$ cat config.mk
export PLATFORM = sky130hd
export DESIGN_NAME = fhec_host_ctrl
export DESIGN_NICKNAME = d
export VERILOG_FILES = /design/src/hdl/fhec_pkg.sv /design/src/hdl/fhec_bus_cycle.sv /design/src/hdl/fhec_host_ctrl.sv
export VERILOG_INCLUDE_DIRS = /design/src /design/src/hdl
export SDC_FILE = /design/constraint.sdc
export NUM_CORES = 1
export LEC_CHECK = 0
export BUFFER_PORTS_ARGS = -buffer_cell sky130_fd_sc_hd__buf_2
export CAP_MARGIN = 40
export CORE_MARGIN = 3
export CORE_UTILIZATION = 45
export DETAILED_ROUTE_END_ITERATION = 16
export PLACE_DENSITY = 0.66
export REMOVE_ABC_BUFFERS = 1
export SLEW_MARGIN = 20
export SYNTH_ARGS = -nofsm -noshare
export SYNTH_HDL_FRONTEND = slang
export SYNTH_HIERARCHICAL = 1
export SYNTH_SLANG_ARGS = --single-unit
$ cat constraint.sdc
create_clock -name clock -period 7.53 [get_ports clock]
set_input_delay 0.753 -clock clock [delete_from_list [all_inputs] [get_ports clock]]
set_output_delay 0.753 -clock clock [all_outputs]
set_load 0.05 [all_outputs]
$ cat src/hdl/fhec_cfg.svh
// constants of the flash error-status host controller: offsets, fields,
// flash command codes and bus-cycle timing counts
// assumes a 100 MHz system clock and a x16 parallel flash
`ifndef FHEC_CFG_SVH
`define FHEC_CFG_SVH

// register offsets on the software port (byte addresses)
`define FHEC_OFS_CTRL       8'h00
`define FHEC_OFS_STAT       8'h04
`define FHEC_OFS_CMD        8'h08
`define FHEC_OFS_ADDR       8'h0c

// control fields
`define FHEC_CTRL_AUTO      0
`define FHEC_CTRL_USE_CLR   1
`define FHEC_CMD_CHECK      0
`define FHEC_CTRL_RST       2'h0

// embedded status fields
`define FHEC_SR_VALID       7
`define FHEC_SR_ERASE_ERR   5
`define FHEC_SR_PROG_ERR    4
`define FHEC_SR_ABORT       3
`define FHEC_SR_PROTECT     1

// polling bits
`define FHEC_POLL_TOGGLE    6
`define FHEC_POLL_TIMEOUT   5
`define FHEC_POLL_ABORT     1

// flash command words and command addresses
`define FHEC_FCMD_SR_READ   16'h0070
`define FHEC_FCMD_SR_CLEAR  16'h0071
`define FHEC_FCMD_RESET     16'h00f0
`define FHEC_FCMD_UNLOCK1   16'h00aa
`define FHEC_FCMD_UNLOCK2   16'h0055
`define FHEC_FADDR_UNLOCK1  26'h0000555
`define FHEC_FADDR_UNLOCK2  26'h00002aa

// timing: system clock, strobe widths, protection busy limit
`define FHEC_CLK_MHZ        100
`define FHEC_T_RD_PULSE_NS  120
`define FHEC_T_WR_PULSE_NS  40
`define FHEC_T_SETUP_NS     10
`define FHEC_T_PROT_MAX_US  100
`define FHEC_RD_CYC  ((`FHEC_T_RD_PULSE_NS * `FHEC_CLK_MHZ + 999) / 1000)
`define FHEC_WR_CYC  ((`FHEC_T_WR_PULSE_NS * `FHEC_CLK_MHZ + 999) / 1000)
`define FHEC_SU_CYC  ((`FHEC_T_SETUP_NS * `FHEC_CLK_MHZ + 999) / 1000)
`define FHEC_PROT_CYC (`FHEC_T_PROT_MAX_US * `FHEC_CLK_MHZ)

`endif

$ cat src/hdl/fhec_pkg.sv
// types shared by the flash error-status host controller
package fhec_pkg;

    typedef enum logic [3:0] {
        FHEC_IDLE   = 4'b0000,
        FHEC_POLL_A = 4'b0001,
        FHEC_POLL_B = 4'b0010,
        FHEC_SR_CMD = 4'b0011,
        FHEC_SR_RD  = 4'b0100,
        FHEC_DECIDE = 4'b0101,
        FHEC_CLEAR  = 4'b0110,
        FHEC_WAIT   = 4'b0111
    } fhec_state_t;

    typedef enum logic [2:0] {
        FHEC_ERR_NONE    = 3'b000,
        FHEC_ERR_OPFAIL  = 3'b001,
        FHEC_ERR_PROTECT = 3'b010,
        FHEC_ERR_ABORT   = 3'b011,
        FHEC_ERR_PENDING = 3'b100,
        FHEC_ERR_TIMEOUT = 3'b101
    } fhec_err_t;

    typedef enum logic [1:0] {
        FHEC_BUS_IDLE  = 2'b00,
        FHEC_BUS_SETUP = 2'b01,
        FHEC_BUS_PULSE = 2'b10,
        FHEC_BUS_HOLD  = 2'b11
    } fhec_bus_t;

endpackage

$ cat src/hdl/fhec_bus_cycle.sv
// one asynchronous flash bus cycle (read or write) with timed strobes
// assumes rst_n is already synchronised; flash data pins are asynchronous
`timescale 1ns/1ps
`include "fhec_cfg.svh"
module fhec_bus_cycle
    import fhec_pkg::*;
(
    // clock and reset
    input  wire logic        clock,
    input  wire logic        rst_n,
    // request side
    input  wire logic        start,
    input  wire logic        write,
    input  wire logic [25:0] addr,
    input  wire logic [15:0] wdata,
    output logic             done,
    output logic [15:0]      rdata,
    // flash pins
    output logic [25:0]      flash_addr,
    output logic [15:0]      flash_dq_out,
    output logic             flash_dq_oe,
    input  wire logic [15:0] flash_dq_in,
    output logic             flash_ce_n,
    output logic             flash_oe_n,
    output logic             flash_we_n
);

    localparam logic [4:0] RD_CYC = 5'(`FHEC_RD_CYC);
    localparam logic [4:0] WR_CYC = 5'(`FHEC_WR_CYC);
    localparam logic [4:0] SU_CYC = 5'(`FHEC_SU_CYC);

    fhec_bus_t   st_q;
    logic [4:0]  cnt_q;
    logic        wr_q;
    logic [15:0] dq_s1_q;
    logic [15:0] dq_s2_q;

    wire         cnt_end = (cnt_q == 5'h01);

    // data pins pass two flops; read pulse is long enough to cover the sync delay
    always_ff @(posedge clock or negedge rst_n) begin
        if (!rst_n) begin
            dq_s1_q <= 16'h0000;
            dq_s2_q <= 16'h0000;
        end else begin
            dq_s1_q <= flash_dq_in;
            dq_s2_q <= dq_s1_q;
        end
    end

    // strobe sequencer: setup, pulse, hold; one cycle of hold separates cycles
    always_ff @(posedge clock or negedge rst_n) begin
        if (!rst_n) begin
            st_q  <= FHEC_BUS_IDLE;
            cnt_q <= 5'h00;
            wr_q  <= 1'b0;
        end else begin
            case (st_q)
                FHEC_BUS_IDLE: begin
                    if (start) begin
                        st_q  <= FHEC_BUS_SETUP;
                        cnt_q <= SU_CYC;
                        wr_q  <= write;
                    end
                end
                FHEC_BUS_SETUP: begin
                    cnt_q <= cnt_q - 5'h01;
                    if (cnt_end) begin
                        st_q  <= FHEC_BUS_PULSE;
                        cnt_q <= wr_q ? WR_CYC : RD_CYC;
                    end
                end
                FHEC_BUS_PULSE: begin
                    cnt_q <= cnt_q - 5'h01;
                    if (cnt_end) begin
                        st_q <= FHEC_BUS_HOLD;
                    end
                end
                default: begin
                    st_q <= FHEC_BUS_IDLE;
                end
            endcase
        end
    end

    // pin drivers, address and write data are held for the whole cycle
    always_ff @(posedge clock or negedge rst_n) begin
        if (!rst_n) begin
            flash_addr   <= 26'h0000000;
            flash_dq_out <= 16'h0000;
            flash_dq_oe  <= 1'b0;
            flash_ce_n   <= 1'b1;
            flash_oe_n   <= 1'b1;
            flash_we_n   <= 1'b1;
            rdata        <= 16'h0000;
            done         <= 1'b0;
        end else begin
            done <= (st_q == FHEC_BUS_HOLD);
            if (st_q == FHEC_BUS_IDLE && start) begin
                flash_addr   <= addr;
                flash_dq_out <= wdata;
                flash_dq_oe  <= write;
                flash_ce_n   <= 1'b0;
            end
            if (st_q == FHEC_BUS_SETUP && cnt_end) begin
                flash_oe_n <= wr_q;
                flash_we_n <= !wr_q;
            end
            if (st_q == FHEC_BUS_PULSE && cnt_end) begin
                flash_oe_n <= 1'b1;
                flash_we_n <= 1'b1;
                if (!wr_q) begin
                    rdata <= dq_s2_q;
                end
            end
            if (st_q == FHEC_BUS_HOLD) begin
                flash_ce_n  <= 1'b1;
                flash_dq_oe <= 1'b0;
            end
        end
    end

endmodule

$ cat src/hdl/fhec_host_ctrl.sv
// host controller that detects and clears embedded-algorithm errors of a
// parallel NOR flash through its pins, under orders from a register port
// assumes one 100 MHz clock; flash pins and ready/busy are asynchronous
//
// Overview of operation
// a failed operation keeps the flash busy with valid status shown
// flash stays in error until this host detects and clears it
// polling bit 7 inverts last buffer word, zero after erase failure
// op failure: timeout bit 1, erase-started 1, abort bit 0, toggles run
// op failure status: bit7 set, bit5 erase, bit4 program, bits3-1 zero
// op failure is cleared by reset or status-clear command
// during op failure only status read, reset and status-clear are taken
// protection error keeps flash busy 20 to 100 us, then self-recovers
// protection busy: ready/busy low, status shows not ready, bit7 zero
// protection busy polling: timeout 0, erase-started 1, abort 0
// protection busy: only status read command is accepted
// after protection busy ends any command is accepted again
// after protection error status shows bit7, bit1 and bit5 or bit4
// invalid buffer-load values abort before programming, flash stays busy
// buffer abort polling: abort bit 1, timeout bit 0, toggle runs
// buffer abort during erase suspend sets erase-started bit
// buffer abort status: bit7, bit4, bit3 set; bits 5,2,1 clear
// buffer abort cleared by abort-reset or status-clear only
// host masks polling bits 4,0 and status bits 0 and 6
// after clearing flash returns to its prior state
// commands outside the accepted list are ignored by the flash
//
// The register addresses and the plain strobed port were left to the implementer.
`timescale 1ns/1ps
`include "fhec_cfg.svh"
module fhec_host_ctrl
    import fhec_pkg::*;
#(
    parameter int unsigned WAIT_CYC = `FHEC_PROT_CYC
)(
    // clock and reset
    input  wire logic        clock,
    input  wire logic        rst_n,
    // software register port
    input  wire logic [7:0]  reg_addr,
    input  wire logic [31:0] reg_wdata,
    input  wire logic        reg_wr,
    input  wire logic        reg_rd,
    output logic [31:0]      reg_rdata,
    // flash pins
    output logic [25:0]      flash_addr,
    output logic [15:0]      flash_dq_out,
    output logic             flash_dq_oe,
    input  wire logic [15:0] flash_dq_in,
    output logic             flash_ce_n,
    output logic             flash_oe_n,
    output logic             flash_we_n,
    input  wire logic        flash_ready_busy
);

    logic [1:0]  rst_sync_q;
    logic [1:0]  rb_sync_q;
    fhec_state_t st_q;
    fhec_err_t   err_q;
    logic [1:0]  ctrl_q;
    logic [25:0] poll_addr_q;
    logic [15:0] poll_a_q;
    logic [15:0] poll_b_q;
    logic [7:0]  sr_q;
    logic        pend_q;
    logic [1:0]  clr_step_q;
    logic [31:0] wait_q;
    logic [15:0] bus_rdata;
    logic        bus_done;

    // reset release through two flops
    always_ff @(posedge clock or negedge rst_n) begin
        if (!rst_n) begin
            rst_sync_q <= 2'b00;
        end else begin
            rst_sync_q <= {rst_sync_q[0], 1'b1};
        end
    end
    wire rst_q_n = rst_sync_q[1];

    // ready/busy pin through two flops
    always_ff @(posedge clock or negedge rst_q_n) begin
        if (!rst_q_n) begin
            rb_sync_q <= 2'b00;
        end else begin
            rb_sync_q <= {rb_sync_q[0], flash_ready_busy};
        end
    end
    wire rb_ready = rb_sync_q[1];

    // register decode
    wire wr_ctrl  = reg_wr && (reg_addr == `FHEC_OFS_CTRL);
    wire wr_cmd   = reg_wr && (reg_addr == `FHEC_OFS_CMD);
    wire wr_addr  = reg_wr && (reg_addr == `FHEC_OFS_ADDR);
    wire check_go = wr_cmd && reg_wdata[`FHEC_CMD_CHECK] && (st_q == FHEC_IDLE);
    wire auto_clr = ctrl_q[`FHEC_CTRL_AUTO];
    wire use_clr  = ctrl_q[`FHEC_CTRL_USE_CLR];

    // status bits 6 and 0 are masked before any decision
    wire [7:0] sr_m = sr_q & 8'hbe;
    // toggle seen when two polling reads differ in bit 6
    wire toggling = poll_a_q[`FHEC_POLL_TOGGLE] ^ poll_b_q[`FHEC_POLL_TOGGLE];

    // classify the error from the masked status
    wire sr_valid = sr_m[`FHEC_SR_VALID];
    wire is_prot  = sr_valid && sr_m[`FHEC_SR_PROTECT];
    wire is_abort = sr_valid && sr_m[`FHEC_SR_ABORT] && sr_m[`FHEC_SR_PROG_ERR];
    wire is_fail  = sr_valid && (sr_m[`FHEC_SR_ERASE_ERR] || sr_m[`FHEC_SR_PROG_ERR])
                    && !is_prot && !is_abort;
    // not ready status while busy: protection busy or a running algorithm
    wire is_pend  = !sr_valid && !rb_ready;
    fhec_err_t err_d;
    assign err_d = is_prot  ? FHEC_ERR_PROTECT :
                   is_abort ? FHEC_ERR_ABORT :
                   is_fail  ? FHEC_ERR_OPFAIL :
                   is_pend  ? FHEC_ERR_PENDING : FHEC_ERR_NONE;
    // only stuck errors are cleared, and only when allowed
    wire need_clr = auto_clr && (is_fail || is_abort);

    // clearing words: status-clear, reset, or abort-reset
    wire       seq3 = (err_q == FHEC_ERR_ABORT) && !use_clr;
    wire [1:0] clr_last = seq3 ? 2'h2 : 2'h0;
    wire [15:0] clr_word = use_clr ? `FHEC_FCMD_SR_CLEAR :
                           !seq3 ? `FHEC_FCMD_RESET :
                           (clr_step_q == 2'h0) ? `FHEC_FCMD_UNLOCK1 :
                           (clr_step_q == 2'h1) ? `FHEC_FCMD_UNLOCK2 : `FHEC_FCMD_RESET;
    wire [25:0] clr_adr  = (seq3 && clr_step_q == 2'h1) ? `FHEC_FADDR_UNLOCK2
                                                          : `FHEC_FADDR_UNLOCK1;

    // bus request selection by state
    wire in_bus = (st_q == FHEC_POLL_A) || (st_q == FHEC_POLL_B) ||
                  (st_q == FHEC_SR_CMD) || (st_q == FHEC_SR_RD) || (st_q == FHEC_CLEAR);
    wire bus_go = in_bus && !pend_q;
    // the status read command is accepted in every error state
    wire bus_wr = (st_q == FHEC_SR_CMD) || (st_q == FHEC_CLEAR);
    wire [25:0] bus_adr = (st_q == FHEC_SR_CMD) ? `FHEC_FADDR_UNLOCK1 :
                          (st_q == FHEC_CLEAR) ? clr_adr : poll_addr_q;
    wire [15:0] bus_wd  = (st_q == FHEC_CLEAR) ? clr_word : `FHEC_FCMD_SR_READ;
    wire wait_end = (wait_q == 32'h00000000);

    // software-written control and address
    always_ff @(posedge clock or negedge rst_q_n) begin
        if (!rst_q_n) begin
            ctrl_q      <= `FHEC_CTRL_RST;
            poll_addr_q <= 26'h0000000;
        end else begin
            if (wr_ctrl) ctrl_q <= reg_wdata[1:0];
            if (wr_addr) poll_addr_q <= reg_wdata[25:0];
        end
    end

    // read data one cycle after the strobe; unmapped reads give zero
    always_ff @(posedge clock or negedge rst_q_n) begin
        if (!rst_q_n) begin
            reg_rdata <= 32'h00000000;
        end else if (reg_rd) begin
            case (reg_addr)
                `FHEC_OFS_CTRL: reg_rdata <= {30'h00000000, ctrl_q};
                `FHEC_OFS_STAT: reg_rdata <= {poll_b_q, sr_q, 1'b0, toggling, 1'b0,
                                              err_q, rb_ready, (st_q != FHEC_IDLE)};
                `FHEC_OFS_ADDR: reg_rdata <= {6'h00, poll_addr_q};
                default:        reg_rdata <= 32'h00000000;
            endcase
        end
    end

    // bus request bookkeeping and captured words
    always_ff @(posedge clock or negedge rst_q_n) begin
        if (!rst_q_n) begin
            pend_q   <= 1'b0;
            poll_a_q <= 16'h0000;
            poll_b_q <= 16'h0000;
            sr_q     <= 8'h00;
        end else begin
            if (bus_go) pend_q <= 1'b1;
            else if (bus_done) pend_q <= 1'b0;
            if (bus_done && st_q == FHEC_POLL_A) poll_a_q <= bus_rdata;
            if (bus_done && st_q == FHEC_POLL_B) poll_b_q <= bus_rdata;
            if (bus_done && st_q == FHEC_SR_RD) sr_q <= bus_rdata[7:0];
        end
    end

    // sequence: two polls, status read, decide, clear, wait for ready
    always_ff @(posedge clock or negedge rst_q_n) begin
        if (!rst_q_n) begin
            st_q       <= FHEC_IDLE;
            err_q      <= FHEC_ERR_NONE;
            clr_step_q <= 2'h0;
            wait_q     <= 32'h00000000;
        end else begin
            case (st_q)
                FHEC_IDLE: if (check_go) st_q <= FHEC_POLL_A;
                FHEC_POLL_A: if (bus_done) st_q <= FHEC_POLL_B;
                FHEC_POLL_B: if (bus_done) st_q <= FHEC_SR_CMD;
                FHEC_SR_CMD: if (bus_done) st_q <= FHEC_SR_RD;
                FHEC_SR_RD: if (bus_done) st_q <= FHEC_DECIDE;
                FHEC_DECIDE: begin
                    err_q      <= err_d;
                    clr_step_q <= 2'h0;
                    wait_q     <= WAIT_CYC;
                    // protection busy ends by itself; just wait it out
                    if (need_clr) st_q <= FHEC_CLEAR;
                    else if (is_pend) st_q <= FHEC_WAIT;
                    else st_q <= FHEC_IDLE;
                end
                FHEC_CLEAR: begin
                    if (bus_done) begin
                        clr_step_q <= clr_step_q + 2'h1;
                        if (clr_step_q == clr_last) st_q <= FHEC_WAIT;
                    end
                end
                FHEC_WAIT: begin
                    // ready/busy high means the flash is back in its prior state
                    wait_q <= wait_q - 32'h00000001;
                    if (rb_ready) begin
                        st_q <= FHEC_IDLE;
                        if (err_q == FHEC_ERR_PENDING) err_q <= FHEC_ERR_NONE;
                    end else if (wait_end) begin
                        st_q  <= FHEC_IDLE;
                        err_q <= FHEC_ERR_TIMEOUT;
                    end
                end
                default: st_q <= FHEC_IDLE;
            endcase
        end
    end

    // flash bus cycle engine
    fhec_bus_cycle u_bus (
        .clock        (clock),
        .rst_n        (rst_q_n),
        .start        (bus_go),
        .write        (bus_wr),
        .addr         (bus_adr),
        .wdata        (bus_wd),
        .done         (bus_done),
        .rdata        (bus_rdata),
        .flash_addr   (flash_addr),
        .flash_dq_out (flash_dq_out),
        .flash_dq_oe  (flash_dq_oe),
        .flash_dq_in  (flash_dq_in),
        .flash_ce_n   (flash_ce_n),
        .flash_oe_n   (flash_oe_n),
        .flash_we_n   (flash_we_n)
    );

endmodule

### Yosys cells after proc, flatten, opt, wreduce, memory -nomap -nowiden

Index checks and enable logic that the tools add are counted.

| storage, ports and cells | value |
|---|---|
| register bits | 240 |
| logic and storage cells | 167 |

| operators by class | value |
|---|---|
| equal/unequal tests | 30 |
| add/subtract/negate cells | 3 |
| multiplexer cells | 51 |
| bitwise logic cells | 2 |
| reductions and logical operators | 55 |

Operators by type and width:

| operator | number |
|---|---|
| $pmux 32 s3 | 1 |
| $pmux 32 s2 | 1 |
| $mux 26 | 2 |
| $mux 4 | 10 |
| $mux 8 | 5 |
| $logic_not 32->1 | 1 |
| $pmux 4 s8 | 1 |
| $sub 32x1->32 const B | 1 |
| $mux 3 | 9 |
| $logic_and 1x1->1 | 22 |
| $ne 2x1->1 const B | 9 |
| $eq 4x3->1 const B | 4 |
| $eq 8x4->1 const B | 2 |
| $pmux 5 s3 | 1 |
| $mux 11 | 1 |
| $mux 1 | 10 |
| $mux 2 | 5 |
| $mux 5 | 2 |
| $reduce_bool 2->1 | 5 |
| $eq 4x2->1 const B | 2 |
| $eq 8x3->1 const B | 1 |
| $logic_not 8->1 | 1 |
| $reduce_and 2->1 | 4 |
| $reduce_and 8->1 | 1 |
| 23 further kinds | 40 |

### Logic depth before layout (Yosys ltp)

| depth | value |
|---|---|
| depth in word-level cells | 9 |
| depth in mapped cells | 8 |
| depth with buffers taken out | 7 |

### Modules after synthesis

Netlist, hierarchy kept.

By module, submodules not included:

| module | instances | seq. area each (um^2) | cells an instance | area each (um^2) |
|---|---|---|---|---|
| fhec_host_ctrl | 1 | 3253.1 | 566 | 6083.3 |
| fhec_bus_cycle | 1 | 2581.2 | 228 | 3739.8 |

### Least setup slack after synthesis

OpenSTA, ideal clock, no wires.

| path | value |
|---|---|
| kind | input-to-reg |
| start point | input reg_addr[5] |
| end point | register poll_addr_q[10] |
| library setup time | 125 ps |
| path buffers | 1 |
| slack | 5195 ps |
| cell stages on the path | 6 |
| arrival | 2211 ps |
| path through | nor4_1 > nand2_1 > nor2_2 > nand2_1 > clkbuf_1 > mux2_2 |

| on the way | value |
|---|---|
| cells in the longest elaborated chain, start to end | 2 |

Ends and longest elaborated chain:

| element | RTL line | RTL |
|---|---|---|
| from (decl) | fhec_host_ctrl.sv:40 | `input wire logic [7:0] reg_addr,` |
| $eq 8x4->1 | - |  |
| $logic_and 1x1->1 | fhec_host_ctrl.sv:94 | `` wire wr_addr = reg_wr && (reg_addr == `FHEC_OFS_ADDR); `` |
| to (signal assigned) | fhec_host_ctrl.sv:148 | `if (wr_addr) poll_addr_q <= reg_wdata[25:0];` |
| to (decl) | fhec_host_ctrl.sv:61 | `logic [25:0] poll_addr_q;` |

Every way passes these cells.
A chain may end at the register's enable or synchronous reset.

==> results.toml <==
[outcome]
status = "finished clean"

[power_and_ir_drop]
p_leak_nw = 5.68
worst_ir_drop_vdd_mv = 0.147
cellPowerDensity_nw_per_um2 = 230

[final_layout]
nets = 1011
fill_cells = 1843
layout-drive-gt1-share = 0.346
register_area_sq_um = 5840
final_common_cell = "dfrtp_1"
num_antenna_cells = 0
multi_input_area_sq_um = 3710
area_growth_pct = 19.7
finalNonFillerCells = 1233
final_cell_mix = "dfrtp_1 (229), buf_2 (133), mux2_2 (106), inv_1 (47), nor2_1 (47)"

[yosys]
ys_dominant_reg_cell = "dfrtp_1"
yosysSeqAreaShare = 0.594
yosysWarningCount = 6
synth_fa_ha_area_frac = 0.0127
synth_simple_gate_area_share = 0.113
ys_ff_latch = 233
synth_top_family_by_area = "multiplexers"
muxShareOfSynthArea = 0.138
syn_inst = 794
synth_compound_area_frac = 0.0867
synth_edf_count = 0
synth.avg_cell_area_sq_um = 12.4
syn_area_sq_um = 9820
synth_xor_area_frac = 0.0214
synthArstFlopShare = 1.00
synth.distinct_cells = 71

[clocking]
ctsResizeCount = 0
clock_latency_ns = 0.51
root_buffer = "clkbuf_16"
clockBufferDepth = 3
htreeDepth = 1
clk_pin_slew_worst_paths_ns = 0.06
cts_setup_buffers = 0
ctsHoldBuffers = 0
cts_tree = "built"
cts_sinks = 233
cts-buffers-inserted = 25

[sta]
worst_pin_slew_ns = 0.741
setup-tns-final_ns = 0
setup_viol = 0
finalClockSkew_ns = 0.0127
fin_crit_sh = 0.389
rsz0062_at_grt = "false"
slew_violations = 0
timing.final.hold_violations = 0
relSlewSlack = 0.505
max_freq_mhz = 341
period_needed_ns = 2.93

[routing]
ant_nets = 0
vias = 6490
post-route-drc-count = 0
firstDrtPassIters = 4
post_drt_via_cell_ratio = 5.26
wl_per_cell_microns = 17.5
dr.first_iter.drc_count = 382
drt_wl_total_microns = 21600

[setup_path]
end_kind = "flip-flop"
r2r-start = "st_q[0]"
setup.worst_path.start_class = "flip-flop"
required_ns = 7.96
worst-path-max-fanout = 12
r2r-end = "wait_q[29]"
r2r_slack_ns = 4.60
critPathKind = "flip-flop to flip-flop"
worstPathArrival_ns = 3.37
ff2ff_path_depth = 5

[floorplan]
row_count = 53
die_h_microns = 154
initial_utilization = 0.463
core_sq_um = 21200
die_area_sq_um = 23600
pin_count = 139
fp.dieW_microns = 154

[job]
cap_violations = 0

[grt]
gr-total-overflow = 0
grt_pass1_wl_microns = 35400
grt_max_degree = 55
antenna_found_initial = 0
track_usage = 0.182
grt_pass1_vias = 6580

[worst_hold_path]
hp-class = "primary input to asynchronous set/reset pin"

[placed_design]
port_buffers = 132
finalWeightedCongestion = 0.858
hpwl_microns = 14300
post-place-cells = 1187
[area by class of cell]
class | count | share of cell area
clock buffer | 35 | 0.0606
inverter | 47 | 0.0150
timing repair buffer | 148 | 0.0702
sequential | 233 | 0.496
tap | 275 | 0.0293
multi-input combinational | 485 | 0.315
clock inverter | 10 | 0.0132
[cells in the mapped netlist, drive strengths merged (5+ instances only)]
cell    count  area [sq um]
a21oi      20           100
a22oi      22           165
and2       19           119
buf         5          41.3
clkbuf     31           116
dfrtp     230          5760
ha         10           125
inv        47           176
mux2      116          1340
nand2      39           154
nand3      16          80.1
nor2       49           194
nor3       16          80.1
nor4       15           134
nor4b       5          62.6
o21a        6          45.0
o21ai      23           115
o22ai      25           156
or3         8          50.1
or4         7          60.1
xnor2      17           149
xor2        7          61.3
[metal layers]
metal | vias to the layer above | wire [microns] | GRT usage
li1 | 3101 | - | -
met1 | 3240 | 10000 | 0.263
met2 | 121 | 10200 | 0.293
met3 | 28 | 1010 | 0.0324
met4 | 0 | 359 | 0.0391
met5 | - | 0 | 0
[kinds of logic after synthesis]
logic type               after synthesis
AO/OA/AOI/OAI                        129
XOR/XNOR                              24
adder cells (fa/ha/maj)               10
buffers and inverters                 83
flip-flops                           233
multiplexers                         117
other                                  2
AND/OR/NAND/NOR                      196
[worst max-delay path by stage]
stage | startpoint | endpoint
finish | st_q[0] | wait_q[29]
global route | st_q[2] | wait_q[29]
CTS | st_q[1] | u_bus/flash_addr[17]
detailed placement | st_q[1] | u_bus/flash_addr[0]
global placement | st_q[1] | u_bus/flash_addr[22]
floorplan | rst_sync_q[1] | clr_step_q[0]
[through the flow]
stage           util  hold slack (ns)  setup slack (ns)  cell area, sq um  total power, mW
6_report       0.554           0.0274              4.60             11800             2.71
3_3_place_gp   0.510            0.314              4.54             10800             1.45
2_1_floorplan      -            0.331             0.561              9690             1.40
5_1_grt        0.554          0.00696              4.36             11800             2.80
4_1_cts        0.554          0.00585              4.46             11700             2.74
3_5_place_dp   0.513            0.319              4.46             10900             1.45
[critical path, stage by stage, from the launching register on]
cell,delay (ns)
dfrtp_1,0.58
and2_1,0.50
nand4_1,0.52
or4_1,0.68
or4_1,0.42
a21oi_1,0.15
[report_power, final]
part	internal [mW]	switching (mW)	total, mW
sequential	1.29	0.0219	1.31
clock	0.796	0.484	1.28
combinational	0.0439	0.0751	0.119
total	2.13	0.581	2.71
[state kept, by name, summed over array words and instances (netlist names), 26 cells and up]
register,cells
reg_rdata,32
wait_q,32
poll_addr_q,26
u_bus/flash_addr,26
(Power assumes the default switching activity.)
